**config.mk**
```make
export PLATFORM = sky130hd
export DESIGN_NAME = one_second_error_count_latches
export DESIGN_NICKNAME = d
export VERILOG_FILES = /design/src/shared/one_second_pkg.sv /design/src/rtl/second_tick_gen.sv /design/src/rtl/error_counter.sv /design/src/rtl/one_second_error_count_latches.sv
export SDC_FILE = /design/constraint.sdc
export NUM_CORES = 1
export LEC_CHECK = 0
export ABC_AREA = 0
export BUFFER_PORTS_ARGS = -buffer_cell sky130_fd_sc_hd__buf_4
export CORE_ASPECT_RATIO = 1.2
export CORE_UTILIZATION = 50
export CTS_CLUSTER_DIAMETER = 100
export DETAILED_ROUTE_END_ITERATION = 10
export GPL_ROUTABILITY_DRIVEN = 0
export GPL_TIMING_DRIVEN = 0
export PLACE_DENSITY = 0.83
export SETUP_SLACK_MARGIN = 0.1
export SLEW_MARGIN = 20
export SYNTH_ARGS = -nofsm -noshare
export SYNTH_HDL_FRONTEND = slang
export SYNTH_HIERARCHICAL = 1
export SYNTH_SLANG_ARGS = --single-unit
```
**constraint.sdc**
```tcl
create_clock -name clk -period 2.1 [get_ports clk]
set_clock_uncertainty 0.15 [all_clocks]
set_input_delay 0.21 -clock clk [delete_from_list [all_inputs] [get_ports clk]]
set_output_delay 0.21 -clock clk [all_outputs]
set_load 0.005 [all_outputs]
```
**src/shared/one_second_pkg.sv**
```systemverilog
/*
  Package for the one-second error count latch bank: register indices,
  field layout, counter widths and bus carrier types.
  Assumes a 32-bit AXI4-Lite register bus and a 100 MHz system clock.
*/
package one_second_pkg;

  // ==========================================================
  // Register map (printed offsets are indices; byte addr = 4 * index)
  localparam logic [7:0] idx_ebit_high = 8'h10;
  localparam logic [7:0] idx_ebit_low = 8'h11;
  localparam logic [7:0] idx_fas = 8'h12;
  localparam logic [7:0] idx_bpv_high = 8'h13;
  localparam logic [7:0] idx_bpv_low = 8'h14;
  localparam logic [7:0] idx_crc_high = 8'h15;
  localparam logic [7:0] idx_crc_low = 8'h16;
  localparam int addr_w = 10;
  localparam int word_shift = 2;

  // ==========================================================
  // Counter widths and reset values
  localparam int ebit_w = 10;
  localparam int fas_w = 8;
  localparam int bpv_w = 16;
  localparam int crc_w = 10;
  localparam int byte_w = 8;
  localparam logic [31:0] read_zero = 32'h0000_0000;

  // ==========================================================
  // Bus responses
  localparam logic [1:0] resp_okay = 2'h0;
  localparam logic [1:0] resp_slverr = 2'h2;

  // ==========================================================
  // Timing: one second at 100 MHz
  localparam longint second_ns = 1000000000;
  localparam longint clk_period_ns = 10;
  localparam int second_cycles = int'(second_ns / clk_period_ns);

  // ==========================================================
  // Carriers
  typedef struct packed {
    logic ebit;
    logic fas;
    logic bpv;
    logic crc;
  } error_strobe_type;

  typedef struct packed {
    logic [ebit_w-1:0] ebit;
    logic [fas_w-1:0] fas;
    logic [bpv_w-1:0] bpv;
    logic [crc_w-1:0] crc;
  } count_set_type;

endpackage

```
**src/rtl/second_tick_gen.sv**
```systemverilog
/*
  One-second tick divider: a one-cycle enable pulse every
  period_cycles clocks.
  Assumes a single clock and synchronous active-low reset.
*/
module second_tick_gen
  import one_second_pkg::*;
#(
  parameter int period_cycles = one_second_pkg::second_cycles
)
(
  // Clock and reset
  input wire logic clk,
  input wire logic rst_n,
  // Tick out
  output logic tick
);

  // ==========================================================
  // Divider
  logic [31:0] count_q;
  logic [31:0] count_d;
  logic tick_q;
  logic tick_d;

  always_comb
  begin
    tick_d = 1'b0;
    count_d = count_q + 32'h1;
    if (count_q == 32'(period_cycles - 1))
    begin
      count_d = 32'h0;
      tick_d = 1'b1;
    end
  end

  always_ff @(posedge clk)
  begin
    if (!rst_n)
    begin
      count_q <= 32'h0;
      tick_q <= 1'b0;
    end
    else
    begin
      count_q <= count_d;
      tick_q <= tick_d;
    end
  end

  assign tick = tick_q;

endmodule // second_tick_gen

```
**src/rtl/error_counter.sv**
```systemverilog
/*
  Running error counter with latch on tick, then restart from zero.
  An increment arriving in the tick cycle counts toward the new second.
  Assumes strobes are one cycle wide on clk.
*/
module error_counter
  import one_second_pkg::*;
#(
  parameter int width = 8
)
(
  // Clock and reset
  input wire logic clk,
  input wire logic rst_n,
  // Control
  input wire logic inc,
  input wire logic tick,
  // Latched value
  output logic [width-1:0] latched
);

  // ==========================================================
  // Running and latched counts
  logic [width-1:0] run_q;
  logic [width-1:0] run_d;
  logic [width-1:0] lat_q;
  logic [width-1:0] lat_d;

  always_comb
  begin
    run_d = run_q;
    lat_d = lat_q;
    if (tick)
    begin
      lat_d = run_q;
      run_d = width'(inc);
    end
    else if (inc && run_q != {width{1'b1}})
    begin
      run_d = run_q + width'(1);
    end
  end

  always_ff @(posedge clk)
  begin
    if (!rst_n)
    begin
      run_q <= '0;
      lat_q <= '0;
    end
    else
    begin
      run_q <= run_d;
      lat_q <= lat_d;
    end
  end

  assign latched = lat_q;

endmodule // error_counter

```
**src/rtl/one_second_error_count_latches.sv**
```systemverilog
/*
  One-second error count latch bank: four running error counters
  sampled once per second into read-only registers on AXI4-Lite.
  Assumes increment strobes are one-cycle pulses from logic on clk.
*/
// Register access over AXI4-Lite is this design's own decision.
module one_second_error_count_latches
  import one_second_pkg::*;
// Overview of operation
// - 10-bit latched E-bit count, top bits at 10H, low byte at 11H.
// - Each second every running counter is copied to its latched register.
// - 8-bit errored alignment counter, one per bad FAS, read at 12H.
// - Line violation counter counts each violation up to FFFFH, then holds; bytes at 13H and 14H.
// - Violation counter is 16 bits, high byte at the lower offset.
// - 10-bit CRC-4 count, top bits at 15H, low byte at 16H.
#(
  parameter int period_cycles = one_second_pkg::second_cycles
)
(
  // Clock and reset
  input wire logic clk,
  input wire logic rst_n,
  // Error increment strobes
  input wire one_second_pkg::error_strobe_type strobes,
  // AXI4-Lite write address
  input wire logic [one_second_pkg::addr_w-1:0] s_axi_awaddr,
  input wire logic [2:0] s_axi_awprot,
  input wire logic s_axi_awvalid,
  output logic s_axi_awready,
  // AXI4-Lite write data
  input wire logic [31:0] s_axi_wdata,
  input wire logic [3:0] s_axi_wstrb,
  input wire logic s_axi_wvalid,
  output logic s_axi_wready,
  // AXI4-Lite write response
  output logic [1:0] s_axi_bresp,
  output logic s_axi_bvalid,
  input wire logic s_axi_bready,
  // AXI4-Lite read address
  input wire logic [one_second_pkg::addr_w-1:0] s_axi_araddr,
  input wire logic [2:0] s_axi_arprot,
  input wire logic s_axi_arvalid,
  output logic s_axi_arready,
  // AXI4-Lite read data
  output logic [31:0] s_axi_rdata,
  output logic [1:0] s_axi_rresp,
  output logic s_axi_rvalid,
  input wire logic s_axi_rready,
  // Sampling tick seen by software
  output logic second_tick
);

  // ==========================================================
  // Tick and counters
  logic tick;
  count_set_type latched;

  second_tick_gen #(
    .period_cycles(period_cycles)
  ) u_tick (
    .clk(clk),
    .rst_n(rst_n),
    .tick(tick)
  );

  error_counter #(
    .width(ebit_w)
  ) u_ebit (
    .clk(clk),
    .rst_n(rst_n),
    .inc(strobes.ebit),
    .tick(tick),
    .latched(latched.ebit)
  );

  error_counter #(
    .width(fas_w)
  ) u_fas (
    .clk(clk),
    .rst_n(rst_n),
    .inc(strobes.fas),
    .tick(tick),
    .latched(latched.fas)
  );

  error_counter #(
    .width(bpv_w)
  ) u_bpv (
    .clk(clk),
    .rst_n(rst_n),
    .inc(strobes.bpv),
    .tick(tick),
    .latched(latched.bpv)
  );

  error_counter #(
    .width(crc_w)
  ) u_crc (
    .clk(clk),
    .rst_n(rst_n),
    .inc(strobes.crc),
    .tick(tick),
    .latched(latched.crc)
  );

  // ==========================================================
  // Read decode
  function automatic logic [32:0] read_word(
    input logic [addr_w-1:0] addr,
    input count_set_type c
  );
    logic [7:0] idx;
    logic [32:0] r;
    idx = 8'(addr >> word_shift);
    r = {1'b1, read_zero};
    if (addr[word_shift-1:0] == 2'h0)
    begin
      unique case (idx)
        idx_ebit_high: r = {1'b0, 30'h0, c.ebit[ebit_w-1:byte_w]};
        idx_ebit_low: r = {1'b0, 24'h0, c.ebit[byte_w-1:0]};
        idx_fas: r = {1'b0, 24'h0, c.fas};
        idx_bpv_high: r = {1'b0, 24'h0, c.bpv[bpv_w-1:byte_w]};
        idx_bpv_low: r = {1'b0, 24'h0, c.bpv[byte_w-1:0]};
        idx_crc_high: r = {1'b0, 30'h0, c.crc[crc_w-1:byte_w]};
        idx_crc_low: r = {1'b0, 24'h0, c.crc[byte_w-1:0]};
        default: r = {1'b1, read_zero};
      endcase
    end
    if (idx == idx_ebit_high || idx == idx_crc_high)
    begin
      r[31:2] = 30'h0;
    end
    return r;
  endfunction

  // ==========================================================
  // Read channel
  logic arready_q;
  logic arready_d;
  logic rvalid_q;
  logic rvalid_d;
  logic [31:0] rdata_q;
  logic [31:0] rdata_d;
  logic [1:0] rresp_q;
  logic [1:0] rresp_d;
  logic [32:0] rword;

  always_comb
  begin
    rword = read_word(s_axi_araddr, latched);
    arready_d = 1'b0;
    rvalid_d = rvalid_q;
    rdata_d = rdata_q;
    rresp_d = rresp_q;
    if (rvalid_q && s_axi_rready)
    begin
      rvalid_d = 1'b0;
    end
    if (s_axi_arvalid && !arready_q && !rvalid_q)
    begin
      arready_d = 1'b1;
    end
    if (s_axi_arvalid && arready_q)
    begin
      rvalid_d = 1'b1;
      rdata_d = rword[31:0];
      rresp_d = rword[32] ? resp_slverr : resp_okay;
    end
  end

  always_ff @(posedge clk)
  begin
    if (!rst_n)
    begin
      arready_q <= 1'b0;
      rvalid_q <= 1'b0;
      rdata_q <= read_zero;
      rresp_q <= resp_okay;
    end
    else
    begin
      arready_q <= arready_d;
      rvalid_q <= rvalid_d;
      rdata_q <= rdata_d;
      rresp_q <= rresp_d;
    end
  end

  // ==========================================================
  // Write channel: all registers read-only, writes answer SLVERR
  logic awready_q;
  logic awready_d;
  logic wready_q;
  logic wready_d;
  logic aw_got_q;
  logic aw_got_d;
  logic w_got_q;
  logic w_got_d;
  logic bvalid_q;
  logic bvalid_d;

  always_comb
  begin
    awready_d = 1'b0;
    wready_d = 1'b0;
    aw_got_d = aw_got_q;
    w_got_d = w_got_q;
    bvalid_d = bvalid_q;
    if (s_axi_awvalid && awready_q)
    begin
      aw_got_d = 1'b1;
    end
    if (s_axi_wvalid && wready_q)
    begin
      w_got_d = 1'b1;
    end
    if (!bvalid_q && !aw_got_d && s_axi_awvalid && !awready_q)
    begin
      awready_d = 1'b1;
    end
    if (!bvalid_q && !w_got_d && s_axi_wvalid && !wready_q)
    begin
      wready_d = 1'b1;
    end
    if (aw_got_d && w_got_d && !bvalid_q)
    begin
      bvalid_d = 1'b1;
      aw_got_d = 1'b0;
      w_got_d = 1'b0;
    end
    else if (bvalid_q && s_axi_bready)
    begin
      bvalid_d = 1'b0;
    end
  end

  always_ff @(posedge clk)
  begin
    if (!rst_n)
    begin
      awready_q <= 1'b0;
      wready_q <= 1'b0;
      aw_got_q <= 1'b0;
      w_got_q <= 1'b0;
      bvalid_q <= 1'b0;
      second_tick <= 1'b0;
    end
    else
    begin
      awready_q <= awready_d;
      wready_q <= wready_d;
      aw_got_q <= aw_got_d;
      w_got_q <= w_got_d;
      bvalid_q <= bvalid_d;
      second_tick <= tick;
    end
  end

  assign s_axi_awready = awready_q;
  assign s_axi_wready = wready_q;
  assign s_axi_bvalid = bvalid_q;
  assign s_axi_bresp = resp_slverr;
  assign s_axi_arready = arready_q;
  assign s_axi_rvalid = rvalid_q;
  assign s_axi_rdata = rdata_q;
  assign s_axi_rresp = rresp_q;

endmodule // one_second_error_count_latches

```
Word-level counts from Yosys, hierarchy flattened:

Index checks and enable logic that the tools add are counted.

* flip-flop bits (word level): 163
* bits of input ports: 73
* output and inout bits: 42
* word-level logic and storage cells: 101

* $add $sub $neg: 5
* equality and inequality tests: 12
* multiplexer cells: 22
* bitwise gates (word level): 1
* reductions and logical operators: 37

Operators with widths (number)
* 33-bit case mux with 7 select lines: 1
* 8-bit by 5-bit equality test with 1-bit output, second input constant: 7
* 33-bit 2-to-1 mux: 1
* 32-bit by 1-bit adder with 32-bit output, second input constant: 1
* 32-bit by 27-bit equality test with 1-bit output, second input constant: 1
* 30-bit 2-to-1 mux: 1
* 10-bit by 1-bit adder with 10-bit output, second input constant: 2
* 10-bit inequality test, second input constant: 2
* 1-bit logical AND: 19
* 1-bit 2-to-1 mux: 18
* 16-bit by 1-bit adder with 16-bit output, second input constant: 1
* 16-bit inequality test, second input constant: 1
* 2-bit nonzero test: 6
* 8-bit by 1-bit adder with 8-bit output, second input constant: 1
* 8-bit inequality test, second input constant: 1
* 1-bit zero test: 7
* 2-bit OR reduction: 3
* 2-bit zero test: 1
* 2-bit 2-to-1 mux: 1
* 1-bit logical OR: 1
* 1-bit inverter: 1

Depth between registers and ports, before layout:

Gate-level depths: netlist (run 1).

* depth after elaboration: 7
* depth in mapped cells: 7
* gate-level depth less buffers: 6

Modules after synthesis:

The synthesis (run 1) kept the hierarchy.

By module, submodules not included
* error_counter at u_crc ...: times used 2, cells each 105, area an instance 987.2 µm², seq. area each 400.4 µm²
* second_tick_gen: times used 1, cells each 189, area an instance 1659.1 µm², seq. area each 660.6 µm²
* error_counter at u_bpv: times used 1, cells each 159, area an instance 1477.7 µm², seq. area each 640.6 µm²
* one_second_error_count_latches: times used 1, cells each 146, area an instance 1236.2 µm², seq. area each 340.3 µm²
* error_counter at u_fas: times used 1, cells each 76, area an instance 723.2 µm², seq. area each 320.3 µm²

Worst setup path after synthesis (run 1):

Ideal clock, no wire load.

* path type: register to register
* start point: reg u_tick.count_q[19]
* end point: reg u_tick.count_q[12]
* setup time: 0.116 ns
* arrival: 1.691 ns
* data required time: 1.834 ns
* path slack: 0.143 ns
* stages on the path, launching flop included: 7
* buffers on the path: 1
* period minus slack after synthesis: 1.957 ns
* path through: dfxtp_1 -> buf_2 -> or4b_4 -> nor4b_4 -> a21oi_1 -> and4b_1 -> a31o_1

* longest elaborated chain between the ends: 2

Ends and longest elaborated chain
* start, declared: RTL line second_tick_gen.sv:21 `logic [31:0] count_q;`
* start signal, assigned: RTL line second_tick_gen.sv:46 `count_q <= count_d;`
* 32-bit by 27-bit equality test with 1-bit output: RTL line second_tick_gen.sv:30 `if (count_q == 32'(period_cycles - 1))`
* 2-bit OR reduction (no line)

No other way between the ends.
A chain may end at the register's enable or synchronous reset.

Worst setup path in the final report (run 1):

* start point: reg u_tick.count_q[25]
* end point: reg u_tick.count_q[12]

Same word-level chain as after synthesis.

==> impl_metrics.yaml, run 1 <==
status:
  status: "finished clean"
logic_synthesis:
  synth_cell_types: 78
  synthesis.area_mm2: 0.00707
  ys.flop_type: "dfxtp_1"
  ys_seq_elements: 138
  seq_area_frac_synth_pct: 39.1
  synth-warning-count: 6
  avgSynthCellArea_um2: 9.06
  syn_inst: 780
  synth-async-reset-ratio_pct: 0
  synth_edf_count: 0
die:
  die_h_um: 132
  dieArea_mm2: 0.0146
  ios: 115
  initial_utilization_pct: 51.2
  floorplan.die.width_um: 111
  row_count: 47
  core_area_mm2: 0.0138
clock_network:
  numCtsBuffers: 17
  htree_num_levels: 4
  path_clk_slew_ns: 0.06
  tritoncts: "done"
  cts_buffer_depth: 2
  cts-root-buf: "clkbuf_16"
  cts.sinks: 138
  clkLatencyLatePin_ns: 0.42
power_and_ir_drop:
  p_sw_share_pct: 21.6
  ir_worst_vdd_v: 0.000642
  power.internal_uw: 5000
  comb_power_share_pct: 5.3
  powerDensity_mw_per_mm2: 749
  clkPwrFrac_pct: 52.4
  leakage_uw: 0.00308
  p_switching_uw: 1380
  seqPwrFrac_pct: 42.3
final_layout:
  drive_above_1_share_pct: 20.7
  multi_input_area_mm2: 0.00399
  synthToLayoutAreaGrowth_pct: 20.5
  seqCellArea_mm2: 0.00278
  nNetsFinal: 950
  fillerInstances: 1094
  final_util_pct: 61.7
  diodes: 0
hold_path:
  worstHoldPathCells: 3
  min_to: "u_ebit/run_q[2]"
  hp-class: "input pin to register"
  hp-start: "strobes[3]"
worst_setup_path:
  crit_path_max_fanout: 5
  crit_path_top_delay_cell: "or4b_4"
  crit_family: "simple AND/OR/NAND/NOR gates"
  worstSetupPathType: "register to register"
  r2r_cells: 6
  crit_path_end_kind: "register"
  cp.required_ns: 2.26
  path_cells: "or4b_4 -> nor4b_4 -> buf_4 -> a21oi_4 -> and4b_1 -> a31o_1"
  crit_path_start_kind: "register"
  crit_arrival_ns: 2.24
  crit_path_max_incr_delay_ns: 0.55
  rrSetupSlack_ns: 0.02
  reg2reg_to: "u_tick/count_q[12]"
  r2r-start: "u_tick/count_q[25]"
  worst-path-buf-inv: 1
timing:
  tightestPinTransition_ns: 0.594
  rsz0062_at_grt: "yes"
  setup_viol: 0
  min_period_over_period_pct: 99.0
  slew_violations: 0
  min_period_ns: 2.08
  slew_headroom_pct: 60.2
  max_freq_mhz: 481
  hold_viol_final: 0
  hold_ws_ns: 0.0261
placement:
  io_buffers: 31
  dp_hpwl_um: 10800
routing:
  avgViaCountPerCell: 5.74
  ant_nets: 0
  route.detailed.drc: 0
  routed_wl_um: 16300
  drt_first_iter_violations: 509
  wl_per_cell_um: 15.5
  vias: 6062
  first_pass_iters: 7
global_routing:
  grtUsageTotal_pct: 22.1
  grt_pass1_wl_um: 26500
  overflow: 0
  grt_pass1_vias: 5536
  antenna_found_initial: 0
  grt_max_degree: 34
flow_run:
  drv_cap: 0
[how the worst max path moves through the flow]
| stage | startpoint | end | slack [ns] | depth (start not counted) |
|---|---|---|---|---|
| floorplan | u_tick/count_q[19] | u_tick/count_q[12] | 0.14 | 6 |
| global placement | u_tick/count_q[19] | u_tick/count_q[28] | -0.02 | 6 |
| detailed placement | u_tick/count_q[0] | u_tick/count_q[28] | -0.05 | 6 |
| CTS | u_tick/count_q[19] | u_tick/count_q[28] | 0.009 | 7 |
| global route | u_tick/count_q[12] | u_tick/count_q[26] | -0.06 | 6 |
| finish | u_tick/count_q[25] | u_tick/count_q[12] | 0.02 | 6 |
[layout make-up]
type	instances	area share [%]
clock inverter	13	2.50
inverter	17	0.749
tap	171	2.51
sequential	138	32.6
timing repair buffer	49	4.70
clock buffer	19	5.32
buffer	63	4.83
multi-input combinational	586	46.8
[layer usage]
metal / part of all wire, % / track usage (%) / up-vias
li1: - / - / 2984
met1: 41 / 25.4 / 2839
met2: 52 / 39.5 / 198
met3: 4.6 / 4.46 / 41
met4: 2.5 / 9.85 / 0
met5: 0 / 0 / -
[power by group through the flow]
stage	clock (uW)	sequential (uW)	combinational (uW)
2_1_floorplan	0	2740	220
3_3_place_gp	0	2750	299
3_5_place_dp	0	2750	304
4_1_cts	3390	2700	330
5_1_grt	3490	2700	375
6_report	3340	2700	341
[metrics by stage]
stage	area (um^2)	power [uW]	setup TNS (ns)	setup slack, ns	instances
floorplan	7160	2960	0	0.143	805
global placement	7610	3050	-0.300	-0.0179	1007
detailed placement	7610	3060	-0.930	-0.0497	1007
CTS	8490	6420	0	0.00937	1055
global route	8520	6570	-0.554	-0.0557	1056
finish	8520	6380	0	0.0220	1056
[cell usage in the layout, fill, tap and decap left out, types with 6 or more instances in the layout]
master / count
a211oi_1: 7
a21oi_1: 34
a31oi_1: 10
and2_1: 7
and3_1: 10
and4_1: 10
and4b_1: 7
buf_2: 16
buf_4: 70
buf_6: 7
clkbuf_1: 9
clkbuf_16: 17
conb_1: 27
dfxtp_1: 128
dfxtp_2: 9
dlygate4sd3_1: 7
inv_1: 16
mux2i_1: 66
nand2_1: 48
nand2b_1: 12
nand3_1: 39
nand4_1: 19
nor2_1: 43
nor2b_1: 45
nor3_1: 21
nor4_1: 9
o21ai_0: 31
or3_1: 6
xor2_1: 16
[synth_stat cells, types with 4 or more instances]
cell type	instances	area, um^2
dfxtp_1	138	2760
mux2i_1	66	661
nand2_1	49	184
nor2_1	46	173
nor2b_1	45	282
nand3_1	39	195
a21oi_1	36	180
buf_4	32	240
o21ai_0	31	155
nor3_1	23	115
nand4_1	19	119
buf_2	17	85.1
inv_1	16	60.1
xor2_1	16	140
nand2b_1	12	75.1
a31oi_1	10	62.6
and3_1	10	62.6
and4_1	10	87.6
nor4_1	10	62.6
clkbuf_1	9	33.8
and2_1	8	50.1
a211oi_1	7	52.6
and4b_1	7	70.1
or3_1	7	43.8
a31o_1	5	43.8
ha_1	5	62.6
nor3b_1	5	37.5
o31ai_1	5	37.5
xnor2_1	5	43.8
a311oi_1	4	35.0
nand3_2	4	40.0
o211ai_1	4	30.0
o31a_1	4	35.0
[kinds of logic (layout without fill, tap and decap cells)]
kind of cell / Yosys count / in the layout / synth area share (%)
XOR/XNOR: 21 / 21 / 2.60
AND/OR/NAND/NOR: 326 / 326 / 27.5
buffers and inverters: 81 / 161 / 6.80
flip-flops: 138 / 138 / 39.1
AO/OA/AOI/OAI: 137 / 137 / 12.9
adder cells (fa/ha/maj): 5 / 5 / 0.885
multiplexers: 70 / 70 / 10.2
other: 2 / 27 / 0.106
[timing repair]
item	CTS	global route
hold buffers	7	0
endpoints found under the setup margin	30	30
pin swaps	12	2
cloned	2	0
endpoints found under the hold margin	12	0
resized for setup	24	10
setup buffers	7	2
[flip-flops by register name (all words and copies together), names as in the netlist]
name,cells
s_axi_bvalid,1
u_tick/tick,1
s_axi_arready,1
aw_got_q,1
u_ebit/latched,10
u_fas/latched,8
w_got_q,1
second_tick,1
u_crc/latched,10
u_crc/run_q,10
u_fas/run_q,8
s_axi_rdata,8
u_bpv/latched,16
u_ebit/run_q,10
s_axi_rresp,1
u_bpv/run_q,16
s_axi_rvalid,1
s_axi_wready,1
u_tick/count_q,32
s_axi_awready,1
[worst reg2reg max path, delay by kind of cell (launching register included)]
kind	cells	cell delay, ns
compound gates	2	0.25
flops	1	0.35
buf+inv	1	0.18
simple gates	3	1.04
(Power assumes the default switching activity.)
==> run 2: changes to the inputs <==
clock period = 2.6 ns   (was 2.1 ns; I/O delays follow)
==> impl_metrics.yaml, run 2 (synthesis results as in run 1) <==
timing:
  slew_violations: 0
  setup_viol: 0
  max_freq_mhz: 460
  min_period_over_period_pct: 83.7
  tns_ns: 0
  min_period_ns: 2.18
  hold_viol_final: 0
  rsz0062_at_grt: "no"
  tightestPinTransition_ns: 0.974
  slew_headroom_pct: 34.6
die:
  core_area_mm2: 0.0138
  floorplan.die.width_um: 111
  ios: 115
  dieArea_mm2: 0.0146
  row_count: 47
  initial_utilization_pct: 51.2
  die_h_um: 132
clock_network:
  clkLatencyLatePin_ns: 0.42
  tritoncts: "done"
  cts.sinks: 138
  path_clk_slew_ns: 0.06
  numCtsBuffers: 17
  cts_buffer_depth: 2
  cts-root-buf: "clkbuf_16"
  htree_num_levels: 4
hold_path:
  hp-class: "input pin to register"
flow_run:
  drv_cap: 0
final_layout:
  most-common-layout-cells: "dfxtp_1 (138), mux2i_1 (66), buf_4 (63), nand2_1 (49), nor2_1 (46)"
  final_util_pct: 60.3
  nNetsFinal: 938
  diodes: 0
  largest_reg_flops: 32
  synthToLayoutAreaGrowth_pct: 17.8
  fillerInstances: 1133
  drive_above_1_share_pct: 17.3
  largest_register: "u_tick/count_q"
  layout_commonest_cell: "dfxtp_1"
global_routing:
  overflow: 0
  grt_pass1_vias: 5434
  antenna_found_initial: 0
  grt_max_degree: 34
  grt_pass1_wl_um: 26000
  grtUsageTotal_pct: 21.6
worst_setup_path:
  crit_arrival_ns: 2.39
  crit_path_start_kind: "register"
  crit_path_end_kind: "register"
  cp.required_ns: 2.81
  crit_path_max_fanout: 5
  worstSetupPathType: "register to register"
routing:
  top_layer_used: "met4"
  wl_met3_um: 664
  route.detailed.drc: 0
  drt_first_iter_violations: 516
  met1_length_um: 6600
  vias: 5898
  ant_nets: 0
  wl_met2_um: 7940
  first_pass_iters: 5
  avgViaCountPerCell: 5.65
  wl_per_cell_um: 14.9
  routed_wl_um: 15600
status:
  status: "finished clean"
power_and_ir_drop:
  ir_worst_vdd_v: 0.000518
  leakage_uw: 0.00301
  powerDensity_mw_per_mm2: 616
placement:
  dp_hpwl_um: 10800
  io_buffers: 31
[run 2: worst paths after layout]
path,cells past startpoint,startpoint,to,slack [ns]
max,6,u_tick/count_q[0],u_tick/count_q[28],0.42
min,3,s_axi_bready,s_axi_bvalid,0.02
max reg2reg,6,u_tick/count_q[0],u_tick/count_q[28],0.42
min reg2reg,1,aw_got_q,s_axi_awready,0.27
[run 2: area by class of cell]
type | instances | area [um^2] | share of cell area (%)
clock inverters | 13 | 213 | 2.55
well taps | 171 | 214 | 2.57
plain buffers | 64 | 417 | 5.00
multi-input cells | 586 | 3920 | 47.1
clock buffers | 19 | 453 | 5.44
inverters | 17 | 63.8 | 0.766
repair buffers | 36 | 283 | 3.40
flip-flops and latches | 138 | 2760 | 33.2
[run 2: stage by stage]
stage	area [um^2]	setup WS, ns	hold WS (ns)	cells	total power, uW
3_3_place_gp	7610	0.482	0.257	1007	2460
4_1_cts	8330	0.442	0.00399	1044	5170
3_5_place_dp	7610	0.450	0.263	1007	2470
6_report	8330	0.425	0.0165	1044	5130
5_1_grt	8330	0.206	0.0315	1044	5290
2_1_floorplan	7160	0.643	0.238	805	2390
[run 2: worst max-delay path, stage by stage, from the launching register on]
cell     delay, ns
dfxtp_1       0.36
ha_1          0.23
nand2_1       0.14
or3_1         0.45
a21oi_1       0.42
and4b_1       0.26
a31o_1        0.10
[run 2: routing by layer]
layer / up-vias / global-route usage [%]
li1: 2958 / -
met1: 2747 / 25.2
met2: 162 / 38.0
met3: 31 / 4.46
met4: 0 / 9.70
met5: - / 0
[run 2: report_power, final]
group / internal [uW] / switching [uW] / leakage, uW
clock: 1760 / 931 / 0.000317
combinational: 124 / 134 / 0.00158
sequential: 2140 / 36.0 / 0.00111
[run 2: what timing repair did]
action / 4_1_cts / 5_1_grt
resized for setup: 0 / 0
endpoints found under the hold margin: 6 / 0
buffers inserted: 0 / 0
hold buffers: 5 / 0
==> run 3: changes to the inputs <==
clock period = 2.2 ns   (was 2.6 ns; I/O delays follow)
==> impl_metrics.yaml, run 3 (synthesis results as in run 1) <==
status:
  status: "finished clean"
timing:
  rsz0062_at_grt: "yes"
  slew_violations: 0
  setup_slack_ns: 0.0273
  max_freq_mhz: 460
  slew_headroom_pct: 56.9
  hold_viol_final: 0
  setup_viol: 0
  tightestPinTransition_ns: 0.641
  min_period_over_period_pct: 98.8
  min_period_ns: 2.17
  tns_ns: 0
power_and_ir_drop:
  seqPwrFrac_pct: 42.4
  powerDensity_mw_per_mm2: 718
  p_switching_uw: 1310
  power.internal_uw: 4770
  ir_worst_vdd_v: 0.000613
  p_sw_share_pct: 21.6
  leakage_uw: 0.00307
  comb_power_share_pct: 5.2
  clkPwrFrac_pct: 52.4
routing:
  ant_nets: 0
  avgViaCountPerCell: 5.68
  first_pass_iters: 5
  wl_per_cell_um: 15.2
  drt_first_iter_violations: 610
  routed_wl_um: 16000
  vias: 5992
  route.detailed.drc: 0
global_routing:
  grt_max_degree: 34
  overflow: 0
  antenna_found_initial: 0
  grt_pass1_vias: 5481
  grt_pass1_wl_um: 26100
  grtUsageTotal_pct: 21.7
die:
  die_h_um: 132
  floorplan.die.width_um: 111
  initial_utilization_pct: 51.2
  dieArea_mm2: 0.0146
  core_area_mm2: 0.0138
  row_count: 47
  ios: 115
final_layout:
  most-common-layout-cells: "dfxtp_1 (135), buf_4 (71), mux2i_1 (66), nand2_1 (48), nor2b_1 (45)"
  fillerInstances: 1107
  nNetsFinal: 949
  diodes: 0
  seqCellArea_mm2: 0.00277
  layout_commonest_cell: "dfxtp_1"
  synthToLayoutAreaGrowth_pct: 19.9
  drive_above_1_share_pct: 19.5
  multi_input_area_mm2: 0.00397
  largest_register: "u_tick/count_q"
  largest_reg_flops: 32
worst_setup_path:
  path_cells: "buf_6 -> or4b_4 -> nor4b_4 -> nand2_2 -> o21ai_4 -> buf_6 -> nor2_1"
  crit_path_end_kind: "register"
  cp.required_ns: 2.36
  critPathMostFrequentCell: "buf_6"
  crit_path_start_kind: "register"
  crit_path_max_fanout: 10
  crit_path_top_delay_cell: "or4b_4"
  worstSetupPathType: "register to register"
  crit_path_max_incr_delay_ns: 0.49
  crit_arrival_ns: 2.33
clock_network:
  numCtsBuffers: 17
  cts.sinks: 138
  htree_num_levels: 4
  cts-root-buf: "clkbuf_16"
  cts_buffer_depth: 2
  tritoncts: "done"
  clkLatencyLatePin_ns: 0.42
  path_clk_slew_ns: 0.06
placement:
  io_buffers: 31
  dp_hpwl_um: 10800
  pre_cts_ws_ns: 0.0503
flow_run:
  drv_cap: 0
hold_path:
  hp-class: "input pin to register"
run 3: changes by cell type in the layout (fill, tap and decap cells not counted), sizes merged:
cell / previous run / this run
buf: 83 / 92
dlygate4sd3: 5 / 7
run 3: worst paths after layout:
path	start	to	slack, ns	cells after the start
setup reg to reg	u_tick/count_q[19]	u_tick/count_q[13]	0.03	7
hold reg to reg	aw_got_q	s_axi_awready	0.27	1
hold / removal	strobes[3]	u_ebit/run_q[2]	0.04	3
setup / recovery	u_tick/count_q[19]	u_tick/count_q[13]	0.03	7
run 3: metrics by stage:
stage / total power, uW / hold slack, ns / std cells / cell area, um^2 / utilization, %
3_3_place_gp: 2910 / 0.257 / 1007 / 7610 / 55.1
4_1_cts: 6110 / 0.0182 / 1047 / 8360 / 60.5
6_report: 6090 / 0.0425 / 1055 / 8480 / 61.3
2_1_floorplan: 2830 / 0.198 / 805 / 7160 / -
5_1_grt: 6270 / 0.0431 / 1055 / 8480 / 61.3
3_5_place_dp: 2920 / 0.263 / 1007 / 7610 / 55.1
run 3: area by class of cell:
| type | count | share of cell area (%) |
|---|---|---|
| multi-input combinational | 586 | 46.8 |
| inverter | 17 | 0.753 |
| clock buffer | 19 | 5.34 |
| tap | 171 | 2.52 |
| buffer | 64 | 4.99 |
| sequential | 138 | 32.6 |
| clock inverter | 13 | 2.51 |
| timing repair buffer | 47 | 4.41 |
run 3: power by group through the flow:
stage / clock network, uW / logic, uW / registers [uW]
CTS: 3230 / 305 / 2570
global placement: 0 / 286 / 2630
detailed placement: 0 / 290 / 2630
global route: 3330 / 353 / 2580
floorplan: 0 / 210 / 2620
finish: 3190 / 319 / 2580
run 3: critical path: cells and delay by family, from the launching register on:
kind	cells	cell delay [ns]
flops	1	0.30
simple gates	4	1.03
compound gates	1	0.27
buf+inv	2	0.32
run 3: metal layers:
| layer | part of all wire [%] | track usage, % | up-vias |
|---|---|---|---|
| met5 | 0 | 0 | - |
| met4 | 2.2 | 9.93 | 0 |
| met3 | 4.9 | 4.51 | 32 |
| met2 | 51 | 38.5 | 191 |
| met1 | 42 | 25.0 | 2794 |
| li1 | - | - | 2975 |
run 3: repair_timing:
action,CTS,global route
hold endpoints to repair,10,0
buffers inserted,1,7
pin swaps,0,7
gates resized for setup,2,18
gates cloned,0,1
hold buffers,7,0
setup endpoints to repair,26,28
